==> config.mk <==
export PLATFORM = sky130hd
export DESIGN_NAME = radio_state_sequencer
export DESIGN_NICKNAME = d
export VERILOG_FILES = /design/src/hdl/radio_seq_pkg.sv /design/src/hdl/delay_timer.sv /design/src/hdl/radio_state_sequencer.sv
export SDC_FILE = /design/constraint.sdc
export NUM_CORES = 1
export LEC_CHECK = 0
export BUFFER_PORTS_ARGS = -buffer_cell sky130_fd_sc_hd__clkbuf_2
export CAP_MARGIN = 40
export CORE_MARGIN = 2
export CORE_UTILIZATION = 64
export DETAILED_ROUTE_END_ITERATION = 8
export PLACE_DENSITY = 0.95
export SLEW_MARGIN = 20
export SYNTH_ARGS = -nofsm -noshare
export SYNTH_HDL_FRONTEND = slang
export SYNTH_HIERARCHICAL = 1
export SYNTH_SLANG_ARGS = --single-unit
==> constraint.sdc <==
create_clock -name clock -period 14.2 [get_ports clock]
set_input_delay 0 -clock clock [delete_from_list [all_inputs] [get_ports clock]]
set_output_delay 0 -clock clock [all_outputs]
set_load 0.1 [all_outputs]
==> src/hdl/radio_seq_pkg.sv <==
// Contract
// - wake from sleep: 240 us cold, 25 us warm
// - filter tuning during wake, wake irq if enabled
// - listen command in idle enters listen at once
// - idle exit to synth-ready ramps analog regulator, shorter if on
// - synth-ready to listen allowed at any time
// - sleep bit or launch command starts transmission
// - transmitting state and SHR after 16 us
// - PSDU bytes follow SHR in buffer order
// - frame end: tx irq, 32 us back to ready
// - listen command during transmit taken after frame
// - reset bit restores all radio registers
// - reset self-releases after 3 cycles, idle 37 us later
// - sleep bit still set after reset returns to sleep
// - reset from sleep adds oscillator start time unless host clock is radio
// - sleep entered from idle by sleep bit, or after a reset taken in sleep
// - reset leaves pin control bits untouched
// - listen left only by a software command
// - zero frame length aborts the transmission
package radio_seq_pkg;
  // host clock rate and documented times
  localparam int CLK_MHZ = 200;
  localparam int WAKE_COLD_US = 240;
  localparam int WAKE_WARM_US = 25;
  localparam int RAMP_US = 110;
  localparam int ANALOG_REGULATOR_US = 60;
  localparam int TX_LAUNCH_US = 16;
  localparam int TX_RETURN_US = 32;
  localparam int RESET_US = 37;
  localparam int XOSC_START_US = 215;
  localparam int RESET_HOLD_CYC = 3;
  localparam int DLY_W = 20;
  // state command codes
  localparam logic [4:0] CMD_TX_START = 5'h02;
  localparam logic [4:0] CMD_FORCE_IDLE = 5'h03;
  localparam logic [4:0] CMD_RX = 5'h06;
  localparam logic [4:0] CMD_IDLE = 5'h08;
  localparam logic [4:0] CMD_PLL = 5'h09;
  // state status codes
  localparam logic [4:0] STS_TX = 5'h02;
  localparam logic [4:0] STS_RX = 5'h06;
  localparam logic [4:0] STS_IDLE = 5'h08;
  localparam logic [4:0] STS_PLL = 5'h09;
  localparam logic [4:0] STS_SLEEP = 5'h0f;
  localparam logic [4:0] STS_PENDING = 5'h1f;
  // synchronisation header and buffer fetch
  localparam logic [7:0] SHR_LEN = 8'h05;
  localparam logic [7:0] PREAMBLE_BYTE = 8'h00;
  localparam logic [7:0] SFD_BYTE = 8'ha7;
  localparam logic [1:0] FETCH_CYC = 2'h2;
  typedef enum logic [3:0] {
    ST_SLEEP = 4'h0,
    ST_WAKE = 4'h1,
    ST_IDLE = 4'h2,
    ST_RAMP = 4'h3,
    ST_PLL = 4'h4,
    ST_RX = 4'h5,
    ST_LAUNCH = 4'h6,
    ST_TX = 4'h7,
    ST_RETURN = 4'h8,
    ST_RST_HOLD = 4'h9,
    ST_RST_WAIT = 4'ha
  } seq_state_t;
endpackage

==> src/hdl/delay_timer.sv <==
`timescale 1ns/1ps
module delay_timer (
  // clock and reset
  input wire logic clock,
  input wire logic sys_rst,
  // start with a cycle count, pulse when it has run out
  input wire logic load,
  input wire logic [radio_seq_pkg::DLY_W-1:0] count,
  output logic done
);
  logic [radio_seq_pkg::DLY_W-1:0] cnt_reg;
  logic busy_reg;

  // done in the count-th cycle after load
  assign done = busy_reg && (cnt_reg == '0);

  // a new load restarts the count, so an abandoned delay never leaks
  always_ff @(posedge clock) begin
    if (sys_rst) begin
      busy_reg <= 1'b0;
      cnt_reg <= '0;
    end else if (load) begin
      busy_reg <= 1'b1;
      cnt_reg <= count - 1'b1;
    end else if (done) begin
      busy_reg <= 1'b0;
    end else if (busy_reg) begin
      cnt_reg <= cnt_reg - 1'b1;
    end
  end
endmodule

==> src/hdl/radio_state_sequencer.sv <==
`timescale 1ns/1ps
module radio_state_sequencer #(
  parameter int CLK_FREQ_MHZ = radio_seq_pkg::CLK_MHZ,
  parameter int WAKE_COLD_CYC = radio_seq_pkg::WAKE_COLD_US * CLK_FREQ_MHZ,
  parameter int WAKE_WARM_CYC = radio_seq_pkg::WAKE_WARM_US * CLK_FREQ_MHZ,
  parameter int RAMP_CYC = radio_seq_pkg::RAMP_US * CLK_FREQ_MHZ,
  parameter int RAMP_SHORT_CYC = (radio_seq_pkg::RAMP_US - radio_seq_pkg::ANALOG_REGULATOR_US) * CLK_FREQ_MHZ,
  parameter int TX_LAUNCH_CYC = radio_seq_pkg::TX_LAUNCH_US * CLK_FREQ_MHZ,
  parameter int TX_RETURN_CYC = radio_seq_pkg::TX_RETURN_US * CLK_FREQ_MHZ,
  parameter int RESET_CYC = radio_seq_pkg::RESET_US * CLK_FREQ_MHZ,
  parameter int XOSC_CYC = radio_seq_pkg::XOSC_START_US * CLK_FREQ_MHZ
) (
  // clock and reset
  input wire logic clock,
  input wire logic sys_rst,
  // software control
  input wire logic sleep_launch_bit,
  input wire logic radio_reset_bit,
  input wire logic cmd_write,
  input wire logic [4:0] state_command_field,
  input wire logic wake_irq_en,
  // system configuration
  input wire logic host_clk_is_radio,
  input wire logic adc_analog_regulator_on,
  // status and events
  output logic [4:0] state_status_field,
  output logic wake_done_irq,
  output logic tx_done_irq,
  output logic regs_default_load,
  // analog block controls
  output logic xosc_en,
  output logic analog_regulator_en,
  output logic ftn_run,
  output logic pll_en,
  output logic pll_tx_freq,
  output logic pa_en,
  output logic rx_en,
  // frame buffer read port, data one cycle after address
  output logic [6:0] buf_addr,
  input wire logic [7:0] buf_rdata,
  // byte stream to modulator
  output logic [7:0] tx_data,
  output logic tx_valid,
  input wire logic tx_ready
);
  localparam int DW = radio_seq_pkg::DLY_W;
  // delay loads in host cycles, cut to the timer width on purpose
  localparam logic [DW-1:0] COLD_D = DW'(WAKE_COLD_CYC);
  localparam logic [DW-1:0] WARM_D = DW'(WAKE_WARM_CYC);
  localparam logic [DW-1:0] RAMP_D = DW'(RAMP_CYC);
  localparam logic [DW-1:0] SHORT_D = DW'(RAMP_SHORT_CYC);
  localparam logic [DW-1:0] LAUNCH_D = DW'(TX_LAUNCH_CYC);
  localparam logic [DW-1:0] RETURN_D = DW'(TX_RETURN_CYC);
  localparam logic [DW-1:0] RESET_D = DW'(RESET_CYC);
  localparam logic [DW-1:0] RESET_XOSC_D = DW'(RESET_CYC + XOSC_CYC);
  localparam logic [1:0] HOLD_LAST = 2'(radio_seq_pkg::RESET_HOLD_CYC - 1);
  localparam logic [7:0] SHR_LAST = radio_seq_pkg::SHR_LEN - 8'h01;

  // sequencer state and bookkeeping
  radio_seq_pkg::seq_state_t state_reg;
  radio_seq_pkg::seq_state_t state_next;
  logic slp_prev_reg;
  logic rst_prev_reg;
  logic from_sleep_reg;
  logic rx_pend_reg;
  logic [1:0] hold_cnt_reg;
  logic [1:0] hold_cnt_next;
  // transmit byte path
  logic [7:0] idx_reg;
  logic [6:0] len_reg;
  logic [1:0] fetch_cnt_reg;
  // shared delay timer
  logic timer_load;
  logic timer_done;
  logic [DW-1:0] timer_count;
  // decoded commands and pin edges
  logic slp_rise;
  logic rst_rise;
  logic go_pll;
  logic go_rx;
  logic go_idle;
  logic go_tx;
  logic tx_busy;
  logic enter_reset;
  // byte path decodes
  logic in_tx;
  logic byte_take;
  logic byte_sent;
  logic phr_zero;
  logic frame_end;
  logic [7:0] last_idx;
  // next values of the registered outputs
  logic ana_on;
  logic pll_on;
  logic tx_path;
  logic wake_irq_next;
  logic tx_irq_next;

  // one command code matched against the write strobe
  function automatic logic cmd_is(input logic wr, input logic [4:0] field, input logic [4:0] code);
    return wr && (field == code);
  endfunction

  // status code of a state; every timed step reads as pending
  function automatic logic [4:0] status_of(input radio_seq_pkg::seq_state_t s);
    case (s)
      radio_seq_pkg::ST_SLEEP: return radio_seq_pkg::STS_SLEEP;
      radio_seq_pkg::ST_IDLE: return radio_seq_pkg::STS_IDLE;
      radio_seq_pkg::ST_PLL: return radio_seq_pkg::STS_PLL;
      radio_seq_pkg::ST_RX: return radio_seq_pkg::STS_RX;
      radio_seq_pkg::ST_TX: return radio_seq_pkg::STS_TX;
      default: return radio_seq_pkg::STS_PENDING;
    endcase
  endfunction

  // edge detectors start at the idle level 0, so reset gives no false edge
  assign slp_rise = sleep_launch_bit && !slp_prev_reg;
  assign rst_rise = radio_reset_bit && !rst_prev_reg;
  assign go_pll = cmd_is(cmd_write, state_command_field, radio_seq_pkg::CMD_PLL);
  assign go_rx = cmd_is(cmd_write, state_command_field, radio_seq_pkg::CMD_RX);
  assign go_idle = cmd_is(cmd_write, state_command_field, radio_seq_pkg::CMD_IDLE)
    || cmd_is(cmd_write, state_command_field, radio_seq_pkg::CMD_FORCE_IDLE);
  assign go_tx = cmd_is(cmd_write, state_command_field, radio_seq_pkg::CMD_TX_START) || slp_rise;
  assign tx_busy = (state_reg == radio_seq_pkg::ST_LAUNCH) || (state_reg == radio_seq_pkg::ST_TX)
    || (state_reg == radio_seq_pkg::ST_RETURN);
  assign enter_reset = (state_next == radio_seq_pkg::ST_RST_HOLD) && (state_reg != radio_seq_pkg::ST_RST_HOLD);
  assign hold_cnt_next = (state_reg == radio_seq_pkg::ST_RST_HOLD) ? hold_cnt_reg + 2'h1 : 2'h0;

  // frame bytes: SHR first, then PHR and PSDU from the buffer
  assign in_tx = state_reg == radio_seq_pkg::ST_TX;
  assign last_idx = radio_seq_pkg::SHR_LEN + {1'b0, len_reg};
  assign byte_take = in_tx && !tx_valid && (fetch_cnt_reg == 2'h1);
  assign byte_sent = in_tx && tx_valid && tx_ready;
  assign phr_zero = byte_take && (idx_reg == radio_seq_pkg::SHR_LEN) && (buf_rdata[6:0] == 7'h00);
  assign frame_end = phr_zero || (byte_sent && (idx_reg == last_idx));

  // one timer serves every timed step but the reset hold; a new load restarts it
  delay_timer u_delay_timer (
    .clock(clock),
    .sys_rst(sys_rst),
    .load(timer_load),
    .count(timer_count),
    .done(timer_done)
  );

  // next state; only reset, the sleep bit and the commands leave a steady state
  always_comb begin
    state_next = state_reg;
    timer_load = 1'b0;
    timer_count = RESET_D;
    case (state_reg)
      radio_seq_pkg::ST_SLEEP: begin
        if (!sleep_launch_bit) begin
          state_next = radio_seq_pkg::ST_WAKE;
          timer_load = 1'b1;
          timer_count = host_clk_is_radio ? WARM_D : COLD_D;
        end
      end
      radio_seq_pkg::ST_WAKE: begin
        if (timer_done) begin
          state_next = radio_seq_pkg::ST_IDLE;
        end
      end
      radio_seq_pkg::ST_IDLE: begin
        if (sleep_launch_bit) begin
          state_next = radio_seq_pkg::ST_SLEEP;
        end else if (go_rx) begin
          state_next = radio_seq_pkg::ST_RX;
        end else if (go_pll) begin
          state_next = radio_seq_pkg::ST_RAMP;
          timer_load = 1'b1;
          timer_count = adc_analog_regulator_on ? SHORT_D : RAMP_D;
        end
      end
      radio_seq_pkg::ST_RAMP: begin
        if (timer_done) begin
          state_next = radio_seq_pkg::ST_PLL;
        end
      end
      radio_seq_pkg::ST_PLL: begin
        if (go_rx) begin
          state_next = radio_seq_pkg::ST_RX;
        end else if (go_tx) begin
          state_next = radio_seq_pkg::ST_LAUNCH;
          timer_load = 1'b1;
          timer_count = LAUNCH_D;
        end else if (go_idle) begin
          state_next = radio_seq_pkg::ST_IDLE;
        end
      end
      radio_seq_pkg::ST_RX: begin
        if (go_pll) begin
          state_next = radio_seq_pkg::ST_PLL;
        end else if (go_idle) begin
          state_next = radio_seq_pkg::ST_IDLE;
        end
      end
      radio_seq_pkg::ST_LAUNCH: begin
        if (timer_done) begin
          state_next = radio_seq_pkg::ST_TX;
        end
      end
      radio_seq_pkg::ST_TX: begin
        if (frame_end) begin
          state_next = radio_seq_pkg::ST_RETURN;
          timer_load = 1'b1;
          timer_count = RETURN_D;
        end
      end
      radio_seq_pkg::ST_RETURN: begin
        if (timer_done) begin
          state_next = (rx_pend_reg || go_rx) ? radio_seq_pkg::ST_RX : radio_seq_pkg::ST_PLL;
        end
      end
      radio_seq_pkg::ST_RST_HOLD: begin
        if (hold_cnt_reg == HOLD_LAST) begin
          state_next = radio_seq_pkg::ST_RST_WAIT;
          timer_load = 1'b1;
          timer_count = (from_sleep_reg && !host_clk_is_radio) ? RESET_XOSC_D : RESET_D;
        end
      end
      radio_seq_pkg::ST_RST_WAIT: begin
        // pin bits survive the reset, so a set sleep bit sends us back
        if (timer_done) begin
          state_next = (from_sleep_reg && sleep_launch_bit) ? radio_seq_pkg::ST_SLEEP : radio_seq_pkg::ST_IDLE;
        end
      end
      default: begin
        state_next = radio_seq_pkg::ST_RST_HOLD;
      end
    endcase
    if (rst_rise && (state_reg != radio_seq_pkg::ST_RST_HOLD)) begin
      state_next = radio_seq_pkg::ST_RST_HOLD;
      timer_load = 1'b0;
    end
  end

  // analog enables follow the state about to be entered
  assign pll_on = (state_next == radio_seq_pkg::ST_PLL) || (state_next == radio_seq_pkg::ST_RX)
    || (state_next == radio_seq_pkg::ST_LAUNCH) || (state_next == radio_seq_pkg::ST_TX)
    || (state_next == radio_seq_pkg::ST_RETURN);
  assign ana_on = (state_next == radio_seq_pkg::ST_RAMP) || pll_on;
  assign tx_path = (state_next == radio_seq_pkg::ST_LAUNCH) || (state_next == radio_seq_pkg::ST_TX);
  assign wake_irq_next = wake_irq_en && (state_next == radio_seq_pkg::ST_IDLE)
    && ((state_reg == radio_seq_pkg::ST_WAKE) || (state_reg == radio_seq_pkg::ST_RST_WAIT));
  assign tx_irq_next = in_tx && frame_end && !phr_zero && (state_next == radio_seq_pkg::ST_RETURN);

  // state, pin edges and the pending receive request
  always_ff @(posedge clock) begin
    if (sys_rst) begin
      state_reg <= radio_seq_pkg::ST_RST_HOLD;
      slp_prev_reg <= 1'b0;
      rst_prev_reg <= 1'b0;
      from_sleep_reg <= 1'b0;
      rx_pend_reg <= 1'b0;
      hold_cnt_reg <= 2'h0;
    end else begin
      state_reg <= state_next;
      slp_prev_reg <= sleep_launch_bit;
      rst_prev_reg <= radio_reset_bit;
      hold_cnt_reg <= hold_cnt_next;
      if (enter_reset) begin
        from_sleep_reg <= state_reg == radio_seq_pkg::ST_SLEEP;
      end
      // cleared before each launch; a request in the same cycle as the clear is not possible
      if (state_reg == radio_seq_pkg::ST_PLL) begin
        rx_pend_reg <= 1'b0;
      end else if (tx_busy && go_rx) begin
        rx_pend_reg <= 1'b1;
      end
    end
  end

  // registered status, events and analog controls
  always_ff @(posedge clock) begin
    if (sys_rst) begin
      state_status_field <= radio_seq_pkg::STS_PENDING;
      wake_done_irq <= 1'b0;
      tx_done_irq <= 1'b0;
      regs_default_load <= 1'b1;
      xosc_en <= 1'b1;
      analog_regulator_en <= 1'b0;
      ftn_run <= 1'b0;
      pll_en <= 1'b0;
      pll_tx_freq <= 1'b0;
      pa_en <= 1'b0;
      rx_en <= 1'b0;
    end else begin
      state_status_field <= status_of(state_next);
      wake_done_irq <= wake_irq_next;
      tx_done_irq <= tx_irq_next;
      regs_default_load <= state_next == radio_seq_pkg::ST_RST_HOLD;
      xosc_en <= (state_next != radio_seq_pkg::ST_SLEEP) || host_clk_is_radio;
      analog_regulator_en <= ana_on;
      ftn_run <= (state_next == radio_seq_pkg::ST_WAKE) || (state_next == radio_seq_pkg::ST_RST_WAIT);
      pll_en <= pll_on;
      pll_tx_freq <= tx_path;
      pa_en <= tx_path;
      rx_en <= state_next == radio_seq_pkg::ST_RX;
    end
  end

  // byte path: address first, buffer data taken two edges later
  always_ff @(posedge clock) begin
    if (sys_rst || !in_tx) begin
      idx_reg <= 8'h00;
      len_reg <= 7'h00;
      fetch_cnt_reg <= 2'h0;
      tx_valid <= 1'b0;
      tx_data <= 8'h00;
      buf_addr <= 7'h00;
    end else if (byte_sent) begin
      tx_valid <= 1'b0;
      idx_reg <= idx_reg + 8'h01;
    end else if (!tx_valid) begin
      if (idx_reg < radio_seq_pkg::SHR_LEN) begin
        tx_data <= (idx_reg == SHR_LAST) ? radio_seq_pkg::SFD_BYTE : radio_seq_pkg::PREAMBLE_BYTE;
        tx_valid <= 1'b1;
      end else if (fetch_cnt_reg == 2'h0) begin
        buf_addr <= 7'(idx_reg - radio_seq_pkg::SHR_LEN);
        fetch_cnt_reg <= radio_seq_pkg::FETCH_CYC;
      end else begin
        fetch_cnt_reg <= fetch_cnt_reg - 2'h1;
        if (byte_take && !phr_zero) begin
          tx_data <= buf_rdata;
          tx_valid <= 1'b1;
          if (idx_reg == radio_seq_pkg::SHR_LEN) begin
            len_reg <= buf_rdata[6:0];
          end
        end
      end
    end
  end

  // checks on the sequencing
  property p_listen_at_once;
    @(posedge clock) disable iff (sys_rst)
      (state_reg == radio_seq_pkg::ST_IDLE) && go_rx && !sleep_launch_bit && !rst_rise
      |=> state_status_field == radio_seq_pkg::STS_RX;
  endproperty
  a_listen_at_once: assert property (p_listen_at_once) else $error("listen not entered at once");
  property p_pending_shown;
    @(posedge clock) disable iff (sys_rst)
      (state_reg == radio_seq_pkg::ST_RAMP) || (state_reg == radio_seq_pkg::ST_LAUNCH)
      |-> state_status_field == radio_seq_pkg::STS_PENDING;
  endproperty
  a_pending_shown: assert property (p_pending_shown) else $error("pending code missing");
  property p_sleep_entry;
    @(posedge clock) disable iff (sys_rst)
      (state_next == radio_seq_pkg::ST_SLEEP) && (state_reg != radio_seq_pkg::ST_SLEEP)
      |-> ((state_reg == radio_seq_pkg::ST_IDLE) && sleep_launch_bit)
      || ((state_reg == radio_seq_pkg::ST_RST_WAIT) && from_sleep_reg);
  endproperty
  a_sleep_entry: assert property (p_sleep_entry) else $error("sleep entered from wrong state");
  property p_rx_held;
    @(posedge clock) disable iff (sys_rst)
      (state_reg == radio_seq_pkg::ST_RX) && !cmd_write && !rst_rise |=> state_reg == radio_seq_pkg::ST_RX;
  endproperty
  a_rx_held: assert property (p_rx_held) else $error("listen left without command");
  property p_hold_three;
    @(posedge clock) disable iff (sys_rst)
      $rose(regs_default_load) |=> regs_default_load ##1 regs_default_load ##1 !regs_default_load;
  endproperty
  a_hold_three: assert property (p_hold_three) else $error("reset hold not three cycles");
  property p_tx_irq;
    @(posedge clock) disable iff (sys_rst)
      tx_done_irq |-> state_reg == radio_seq_pkg::ST_RETURN;
  endproperty
  a_tx_irq: assert property (p_tx_irq) else $error("transmit event outside frame end");
  property p_abort;
    @(posedge clock) disable iff (sys_rst)
      phr_zero && !rst_rise |=> (state_reg == radio_seq_pkg::ST_RETURN) && !tx_done_irq;
  endproperty
  a_abort: assert property (p_abort) else $error("zero length frame not aborted");
  property p_pa_tx;
    @(posedge clock) disable iff (sys_rst)
      in_tx |-> pa_en && pll_tx_freq;
  endproperty
  a_pa_tx: assert property (p_pa_tx) else $error("amplifier off while sending");
  c_tx_frame: cover property (@(posedge clock) disable iff (sys_rst) tx_done_irq);
  c_wake: cover property (@(posedge clock) disable iff (sys_rst)
    state_reg == radio_seq_pkg::ST_WAKE ##1 state_reg == radio_seq_pkg::ST_IDLE);
  c_abort: cover property (@(posedge clock) disable iff (sys_rst) phr_zero);
  c_pend_rx: cover property (@(posedge clock) disable iff (sys_rst)
    (state_reg == radio_seq_pkg::ST_RETURN) && rx_pend_reg);
endmodule

==> qor.txt, run 1 <==
status: complete, no violations
count of nets left with antenna violations after detail routing: 0
later-pin clock latency in the skew report: 0.37 ns
buffers from clock root to sink, at most: 2
Root Buffer: clkbuf_8
Cell Rows: 32
GRT Resource Usage Total: 0.3168
cell area after technology mapping: 4977 um2
category of the most critical setup path: flop to flop
kind of start point of the critical path: flop
Ys Warns: 6
part of the Yosys area used for sequential elements: 0.3137
final-report hold violation count: 0
worst path required time: 14.47 ns
area added between synthesis and finish: 13.93%
iteration count of the initial detailed-routing pass: 5
Mean Syn Cell Area: 8.146 um2
die width: 92.19 um
flip-flop count of the largest register after layout: 20
Crit. End Element: flop
antenna diode count: 0
count of mapped cells out of synthesis: 611
register-to-register setup slack: 8.63 ns
Synth Register Bits: 78
commonest non-fill, non-tap cells in the layout: dfxtp_1, nor2_1, nand2_1, clkbuf_2, a21oi_1
Fin Setup TNS: 0 ns
setup clock skew after layout: 0.01627 ns
CP arrival: 5.84 ns
ratio of cells with drive above 1 in the final layout: 0.1397
maximum VDD drop: 0.1432 mV
met3 usage: 0.05752
post-detailed-route DRC marker count: 0
max-slew headroom at the worst pin: 0.4158
Finished Layout Cells: 782
maximum level of the CTS H-tree: 3
global-route wire length before repair: 22,000 um
class of the tightest hold or removal check: input port to flop
DRC violation total after the first TritonRoute iteration: 430
Min Clock Period, post-route: 5.570 ns
clock tree from TritonCTS: done
setup repair after global routing missed its margin: no
Worst Max-Slew Pin Slew: 0.8751 ns
routing layer with the top usage in global route: met2
via count of the first global-routing pass: 4,777
Sink Count: 78
Inserted Clock Buffers: 9
antenna violations before repair: 0
synth unique cells: 80
number of enable-type register cells in the synthesized netlist: 0
global-route track usage on met2: 0.5331
# port buffers: 52
Die Y: 92.19 um
number of violations of the max-capacitance limit: 0
total power divided by cell area: 176.0 nW/um2
Die Area: 8498 um2
mean number of vias per cell: 6.465
upper clock frequency limit: 0.1795 GHz
overflow left after global routing: 0
total count of max-transition violations in the final report: 0
Core Box Area: 7647 um2
endpoints failing setup: 0
number of top-level pins: 53
vias post-DR: 5,056
clock transition time at the flip-flop clock pins of the worst setup and hold paths: 0.09 ns
Final GP Congestion: 0.9660
portion of the clock cycle consumed by the worst path in the final layout: 0.3923
count of placed standard cells including taps: 752
peak fanout along the critical path: 58
most common cell after layout, fill and taps aside: dfxtp_1
pin count of the biggest net entering global routing: 59
final wirelength: 13,270 um
Top FF cell, synth: dfxtp_1
DP Wirelength: 9170 um
final layout net count: 706
Initial Utilization: 0.6509
LEAKAGE: 0.002137 uW
Routed WL per cell: 16.96 um
fraction of registers with async set or reset after synthesis: 0
global routing met1 resource utilization: 0.3860
## power breakdown
part	leakage [uW]	switching (uW)	internal (uW)	total, uW
sequential	0.000632	36.6	250	287
combinational	0.00141	332	207	539
clock	0.0000933	89.4	82.2	172
total	0.00214	458	539	998
## repair_timing
item,CTS,global route
hold buffers,13,0
resized for setup,0,0
buffers inserted,0,0
hold endpoints to repair,20,0
## metrics by stage
step                area, um2  setup slack [ns]  utilization  power [uW]  hold slack, ns
floorplan                5037             8.454            -       704.8         0.07161
global placement         5315             9.144       0.6950       784.4          0.2375
detailed placement       5330             8.736       0.6970       805.4          0.2383
CTS                      5655             8.698       0.7395       982.1         0.07775
global route             5670             8.140       0.7415        1056          0.1114
finish                   5670             8.630       0.7415       997.7          0.1020
## worst max-delay path: stages, from the launching register on
cell and delay (ns):
dfxtp_1 0.87, nand4b_4 0.19, nor4_2 0.35, o211ai_1 0.14
a211oi_1 0.48, nor2_1 0.20, nand2_1 0.21, o22a_1 0.17
buf_4 0.45, mux2i_1 0.31, ha_1 0.28, or4bb_1 0.55
a22o_1 0.40, nor4b_2 0.40, a211oi_1 0.13, nor4_1 0.31
## metal layers
metal / up-vias / routed length [um] / share of wire
met5: - / 0 / 0
met4: 0 / 396 / 0.030
met3: 42 / 1037 / 0.078
met2: 275 / 6450 / 0.49
met1: 2334 / 5382 / 0.41
li1: 2405 / - / -
## cells by family (layout without fill, tap and decap cells)
kind of cell             count (synthesis)  count (layout)  synth area share
AO/OA/AOI/OAI                          154             154            0.2175
XOR/XNOR                                28              28           0.04927
AND/OR/NAND/NOR                        270             270            0.3122
multiplexers                            22              22           0.04449
adder cells (fa/ha/maj)                  9               9           0.02262
other                                    1              17         0.0007534
buffers and inverters                   49             102           0.03947
flip-flops                              78              78            0.3137
## Yosys cell counts (12+ instances only)
cell / count / area (um2)
a211oi_1: 12 / 90.09
a21oi_1: 33 / 165.2
clkbuf_1: 23 / 86.33
dfxtp_1: 78 / 1562
inv_1: 13 / 48.80
mux2i_1: 21 / 210.2
nand2_1: 54 / 202.7
nand3_1: 19 / 95.09
nor2_1: 56 / 210.2
nor3_1: 23 / 115.1
nor4_1: 21 / 131.4
o21ai_0: 21 / 105.1
xor2_1: 17 / 148.9
## cell type report
class                           instances  area (um2)
Timing Repair Buffer                   71       450.4
Clock inverter                          6       67.56
Fill cell                             538        1977
Sequential cell                        78        1562
Tap cell                              102       127.6
Multi-Input combinational cell        500        3279
Clock buffer                           10       127.6
Inverter                               15       56.30
## final timing paths
check	start	cells after the start	end
max reg2reg	state_reg[0]	15	u_delay_timer/cnt_reg[14]
max	state_reg[0]	15	u_delay_timer/cnt_reg[14]
min reg2reg	hold_cnt_reg[0]	1	hold_cnt_reg[0]
min	sys_rst	3	pll_en
(Power assumes the default switching activity.)
==> inputs of run 2 (changes only) <==
ABC_AREA = 1   (was unset)
CORE_UTILIZATION = 59   (was 64)
PLACE_DENSITY = 0.89   (was 0.95)
clock period = 5.3 ns   (was 14.2 ns; I/O delays follow)
==> run 2 against run 1 <==
Non-clock buffer count fell by 5. Global-route usage is 1.1 points lower. Synthesized area shrank 0.75%. Combinational power grew to 3.8 times the previous value. Critical path type unchanged. Hold slack lost 0.042 ns. Via count rose by 2.4%. Highest routed layer unchanged. Synthesized cell count increased by 26%. Sequential power grew to 2.6 times the previous value.
==> qor.txt, run 2 <==
Sink Count: 78
ratio of cells with drive above 1 in the final layout: 0.1702
hold path depth: 3
# Post-CTS Setup Buffers: 0
Die Area: 9120 um2
Core Box Area: 8175 um2
kind of start point of the critical path: flop
relative contribution of combinational cells to total power: 0.634
clock transition time at the flip-flop clock pins of the worst setup and hold paths: 0.08 ns
setup repair after global routing missed its margin: no
worst slack at placement: 1.174 ns
iteration count of the initial detailed-routing pass: 4
total power divided by cell area: 578.9 nW/um2
part of the Yosys area used for sequential elements: 0.3161
antenna diode count: 0
cell area after technology mapping: 4940 um2
status: complete, no violations
most used cell along the critical path: inv_1
portion of the clock cycle consumed by the worst path in the final layout: 0.7986
final-report hold violation count: 0
startpoint of the lowest-slack register-to-register path: idx_reg[1]
area added between synthesis and finish: 13.02%
number of top-level pins: 53
buffers from clock root to sink, at most: 2
endpoints failing setup: 0
commonest non-fill, non-tap cells in the layout: nand2_1, nor2_1, inv_1, dfxtp_1
Hold Startpoint: sleep_launch_bit
sw frac: 0.5326
class of the tightest hold or removal check: input port to flop
die width: 95.50 um
count of nets left with antenna violations after detail routing: 0
post-cts repair resize count: 0
Crit. End Element: flop
setup slack of the critical path after layout: 1.067 ns
later-pin clock latency in the skew report: 0.35 ns
Synth Register Bits: 78
number of enable-type register cells in the synthesized netlist: 0
fraction of registers with async set or reset after synthesis: 0
peak fanout along the critical path: 24
number of violations of the max-capacitance limit: 0
critical path's largest stage delay: 0.54 ns
upper clock frequency limit: 0.2363 GHz
Critical Path, Cell by Cell: inv_1 > ha_1 > inv_1 > nor4_1 > nand4_1 > nand3_4 > a31oi_1 > nand3_1 > nand2_1 > inv_1 > inv_4 > nand2_1 > nand2_1 > inv_1 > ha_1 > inv_1 > nor2_1 > nand2_2 > nor2_4 > nand2_2 > xnor2_1 > nor2_1 > nor2_1
final layout net count: 867
synth unique cells: 37
GRT Resource Usage Total: 0.3063
Routed WL per cell: 14.12 um
Initial Utilization: 0.6042
vias post-DR: 5,175
CTS Hold Buffers Added: 12
category of the most critical setup path: flop to flop
Critical Path Source: idx_reg[1]
global-route wire length before repair: 21,920 um
Inserted Clock Buffers: 9
Final GP Congestion: 0.9773
Min Clock Period, post-route: 4.233 ns
Ys Warns: 6
flip-flop count of the largest register after layout: 20
maximum level of the CTS H-tree: 3
# port buffers: 52
Cell Rows: 33
most common cell after layout, fill and taps aside: nand2_1
final wirelength: 13,340 um
Fin Setup TNS: 0 ns
LEAKAGE: 0.002631 uW
Max stage delay cell, worst path: inv_1
post-layout power: 3232 uW
leading cell types by count after synthesis: nand2_1, nor2_1, inv_1
Root Buffer: clkbuf_8
max-slew headroom at the worst pin: 0.5030
dominant cell by count in the synthesized netlist: nand2_1
total count of max-transition violations in the final report: 0
worst path required time: 5.54 ns
antenna violations before repair: 0
mean number of vias per cell: 5.476
Int Pwr: 1510 uW
via count of the first global-routing pass: 4,677
post-detailed-route DRC marker count: 0
Mean Syn Cell Area: 6.424 um2
Sequential Power Share: 0.228
fraction of power consumed by the clock network: 0.138
Top FF cell, synth: dfxtp_1
overflow left after global routing: 0
Worst Max-Slew Pin Slew: 0.7446 ns
R2R cell count: 23
setup clock skew after layout: 0.009089 ns
Die Y: 95.50 um
CP arrival: 4.48 ns
count of mapped cells out of synthesis: 769
share of the synthesized area in the top cell type: 0.3161
pin count of the biggest net entering global routing: 30
largest cells by area after synthesis: dfxtp_1, nand2_1, nor2_1
cell type with the highest aggregate area in the netlist: dfxtp_1
DRC violation total after the first TritonRoute iteration: 296
maximum VDD drop: 0.3024 mV
NetSw: 1722 uW
clock tree from TritonCTS: done
DP Wirelength: 9961 um
==> run 2: area by class of cell <==
class	count	area [um2]
Clock inverter	5	60.06
Multi-Input combinational cell	585	2937
Inverter	96	362.8
Timing Repair Buffer	66	402.9
Fill cell	717	2592
Sequential cell	78	1562
Tap cell	105	131.4
Clock buffer	10	127.6
==> run 2: cells by family (layout without fill, tap and decap cells) <==
| logic type | after synthesis | count (layout) | synth area share |
|---|---|---|---|
| buffers and inverters | 112 | 177 | 0.09397 |
| AND/OR/NAND/NOR | 436 | 436 | 0.4136 |
| adder cells (fa/ha/maj) | 9 | 9 | 0.02280 |
| XOR/XNOR | 17 | 17 | 0.03014 |
| AO/OA/AOI/OAI | 116 | 116 | 0.1226 |
| flip-flops | 78 | 78 | 0.3161 |
| other | 1 | 7 | 0.0007591 |
==> run 2: metrics by stage <==
stage / util / area, um2 / hold WS, ns / std cells
2_1_floorplan: - / 4962 / 0.06907 / 775
3_3_place_gp: 0.6434 / 5260 / 0.2169 / 917
3_5_place_dp: 0.6434 / 5260 / 0.2421 / 917
4_1_cts: 0.6811 / 5568 / 0.02626 / 944
5_1_grt: 0.6829 / 5583 / 0.07771 / 945
6_report: 0.6829 / 5583 / 0.06005 / 945
==> run 2: layer usage <==
layer | GRT usage | up-vias | wire (um)
met5 | 0 | - | 0
met3 | 0.05138 | 18 | 1006
met2 | 0.5135 | 235 | 6302
met4 | 0.07143 | 0 | 172
met1 | 0.4130 | 2331 | 5857
li1 | - | 2591 | -
==> run 2: worst paths after layout <==
kind / endpoint / slack (ns)
setup / recovery: u_delay_timer/cnt_reg[10] / 1.07
hold reg to reg: hold_cnt_reg[0] / 0.43
hold / removal: slp_prev_reg / 0.06
setup reg to reg: u_delay_timer/cnt_reg[10] / 1.07
==> run 2: critical path, delay by kind of cell, from the launching register on <==
| family | cells | cell delay (ns) |
|---|---|---|
| buffers and inverters | 6 | 1.14 |
| flip-flops | 1 | 0.35 |
| AND/OR/NAND/NOR | 13 | 2.01 |
| adder cells (fa/ha/maj) | 2 | 0.38 |
| AO/OA/AOI/OAI | 1 | 0.13 |
| XOR/XNOR | 1 | 0.12 |
==> run 2: power by group through the flow <==
stage	sequential (uW)	combinational, uW	clock (uW)
floorplan	840	1570	0
global placement	747	1920	0
detailed placement	747	1960	0
CTS	735	1980	453
global route	746	2260	479
finish	737	2050	445
==> inputs of run 3 (changes only) <==
CORE_UTILIZATION = 54   (was 59)
PLACE_DENSITY = 0.86   (was 0.89)
clock period = 3.6 ns   (was 5.3 ns; I/O delays follow)
==> run 3 against run 2 <==
Sequential share of layout area down 0.41 points. Critical path depth up 1. Register-to-register slack worse by 0.72 ns. Final cell count up 1.3%. Maximum frequency up 30%. Via count unchanged. Power up 49%. Clock power up 53%. Critical path type unchanged. Largest cell class unchanged.
==> qor.txt, run 3 (synthesis gave the netlist of run 2 again) <==
status: complete, no violations
final layout net count: 875
Finished Layout Cells: 957
setup clock skew after layout: 0.008387 ns
flip-flop count of the largest register after layout: 20
endpoints failing setup: 0
class of the tightest hold or removal check: input port to flop
Root Buffer: clkbuf_8
LEAKAGE: 0.002677 uW
most common cell after layout, fill and taps aside: nand2_1
CP arrival: 3.50 ns
setup slack of the critical path after layout: 0.3472 ns
Final GP Congestion: 0.9545
peak fanout along the critical path: 9
final-report hold violation count: 0
die width: 99.65 um
final wirelength: 12,690 um
max-slew headroom at the worst pin: 0.6336
worst hold slack after final layout: 0.06452 ns
Die Area: 9929 um2
area added between synthesis and finish: 15.07%
number of violations of the max-capacitance limit: 0
clock transition time at the flip-flop clock pins of the worst setup and hold paths: 0.08 ns
upper clock frequency limit: 0.3074 GHz
post-detailed-route DRC marker count: 0
Die Y: 99.65 um
Min Clock Period, post-route: 3.253 ns
DRC violation total after the first TritonRoute iteration: 306
antenna violations before repair: 0
count of placed standard cells including taps: 927
Routed WL per cell: 13.26 um
buffers from clock root to sink, at most: 2
kind of start point of the critical path: flop
maximum VDD drop: 0.4519 mV
Sink Count: 78
overflow left after global routing: 0
via count of the first global-routing pass: 4,616
maximum level of the CTS H-tree: 3
later-pin clock latency in the skew report: 0.35 ns
Cell Rows: 34
DP Wirelength: 9528 um
total count of max-transition violations in the final report: 0
ratio of cells with drive above 1 in the final layout: 0.1896
global-route wire length before repair: 21,230 um
total power divided by cell area: 848.7 nW/um2
antenna diode count: 0
Worst Max-Slew Pin Slew: 0.5519 ns
vias post-DR: 5,175
count of nets left with antenna violations after detail routing: 0
mean number of vias per cell: 5.408
clock tree from TritonCTS: done
category of the most critical setup path: flop to flop
portion of the clock cycle consumed by the worst path in the final layout: 0.9036
Initial Utilization: 0.5610
Inserted Clock Buffers: 9
Crit. End Element: flop
worst slack at placement: 0.2060 ns
number of top-level pins: 53
worst path required time: 3.84 ns
# port buffers: 52
Fin Setup TNS: 0 ns
pin count of the biggest net entering global routing: 26
commonest non-fill, non-tap cells in the layout: nand2_1, nor2_1, inv_1, dfxtp_1
Core Box Area: 8806 um2
GRT Resource Usage Total: 0.2637
iteration count of the initial detailed-routing pass: 5
run 3: changes by cell type in the layout (fill, tap and decap cells not counted), sizes merged:
| cell | delta |
|---|---|
| clkinv | -1 |
| buf | +8 |
| clkbuf | +2 |
run 3: power breakdown:
group / switching [uW] / internal, uW / leakage [uW]
sequential: 85.5 / 996 / 0.000636
combinational: 2090 / 976 / 0.00194
clock: 337 / 344 / 0.0000972
run 3: worst paths after layout:
path / from / to / slack [ns] / cells after the start
worst min-delay path: sleep_launch_bit / slp_prev_reg / 0.06 / 3
worst max-delay path: state_reg[3] / u_delay_timer/cnt_reg[10] / 0.35 / 24
worst min register to register: hold_cnt_reg[0] / hold_cnt_reg[0] / 0.42 / 1
worst max register to register: state_reg[3] / u_delay_timer/cnt_reg[10] / 0.35 / 24
run 3: area by class of cell:
cell class              count  area [um2]
clock inverters             4       55.05
inverters                  96       362.8
multi-input cells         585        2964
clock buffers              12       145.1
well taps                 108       135.1
fillers                   799        3122
repair buffers             74       455.4
flip-flops and latches     78        1567
run 3: repair_timing:
action,in CTS,in global routing
resized for setup,0,10
setup buffers,0,2
setup endpoints to repair,0,10
hold buffers,12,0
hold endpoints to repair,15,0
run 3: critical path, stage by stage (launching register included):
cell and delay (ns):
dfxtp_1 0.36, inv_1 0.14, nand2_4 0.09, nor2_4 0.21, inv_1 0.12, nor2_1 0.15
nand4_1 0.22, nand3_4 0.23, a31oi_2 0.11, nand3_1 0.08, nand2_1 0.07, inv_2 0.09
inv_4 0.03, nand2_1 0.04, nand2_1 0.09, inv_1 0.07, ha_1 0.20, inv_1 0.08
nor2_2 0.13, nand2_2 0.09, nor2_4 0.20, nand2_2 0.07, xnor2_1 0.12, nor2_1 0.08
nor2_1 0.04
run 3: stage by stage:
stage	area [um2]	util	power, uW
after floorplan	4964	-	3546
after global placement	5318	0.6039	4017
after detailed placement	5318	0.6039	4055
after CTS	5638	0.6402	4759
after global routing	5684	0.6455	5211
final	5684	0.6455	4824
run 3: per-layer routing:
layer	up-vias	wire, um	track usage
met5	-	0	0
met4	0	230	0.07376
met3	25	954	0.04849
met2	215	5768	0.4314
met1	2324	5740	0.3576
li1	2611	-	-
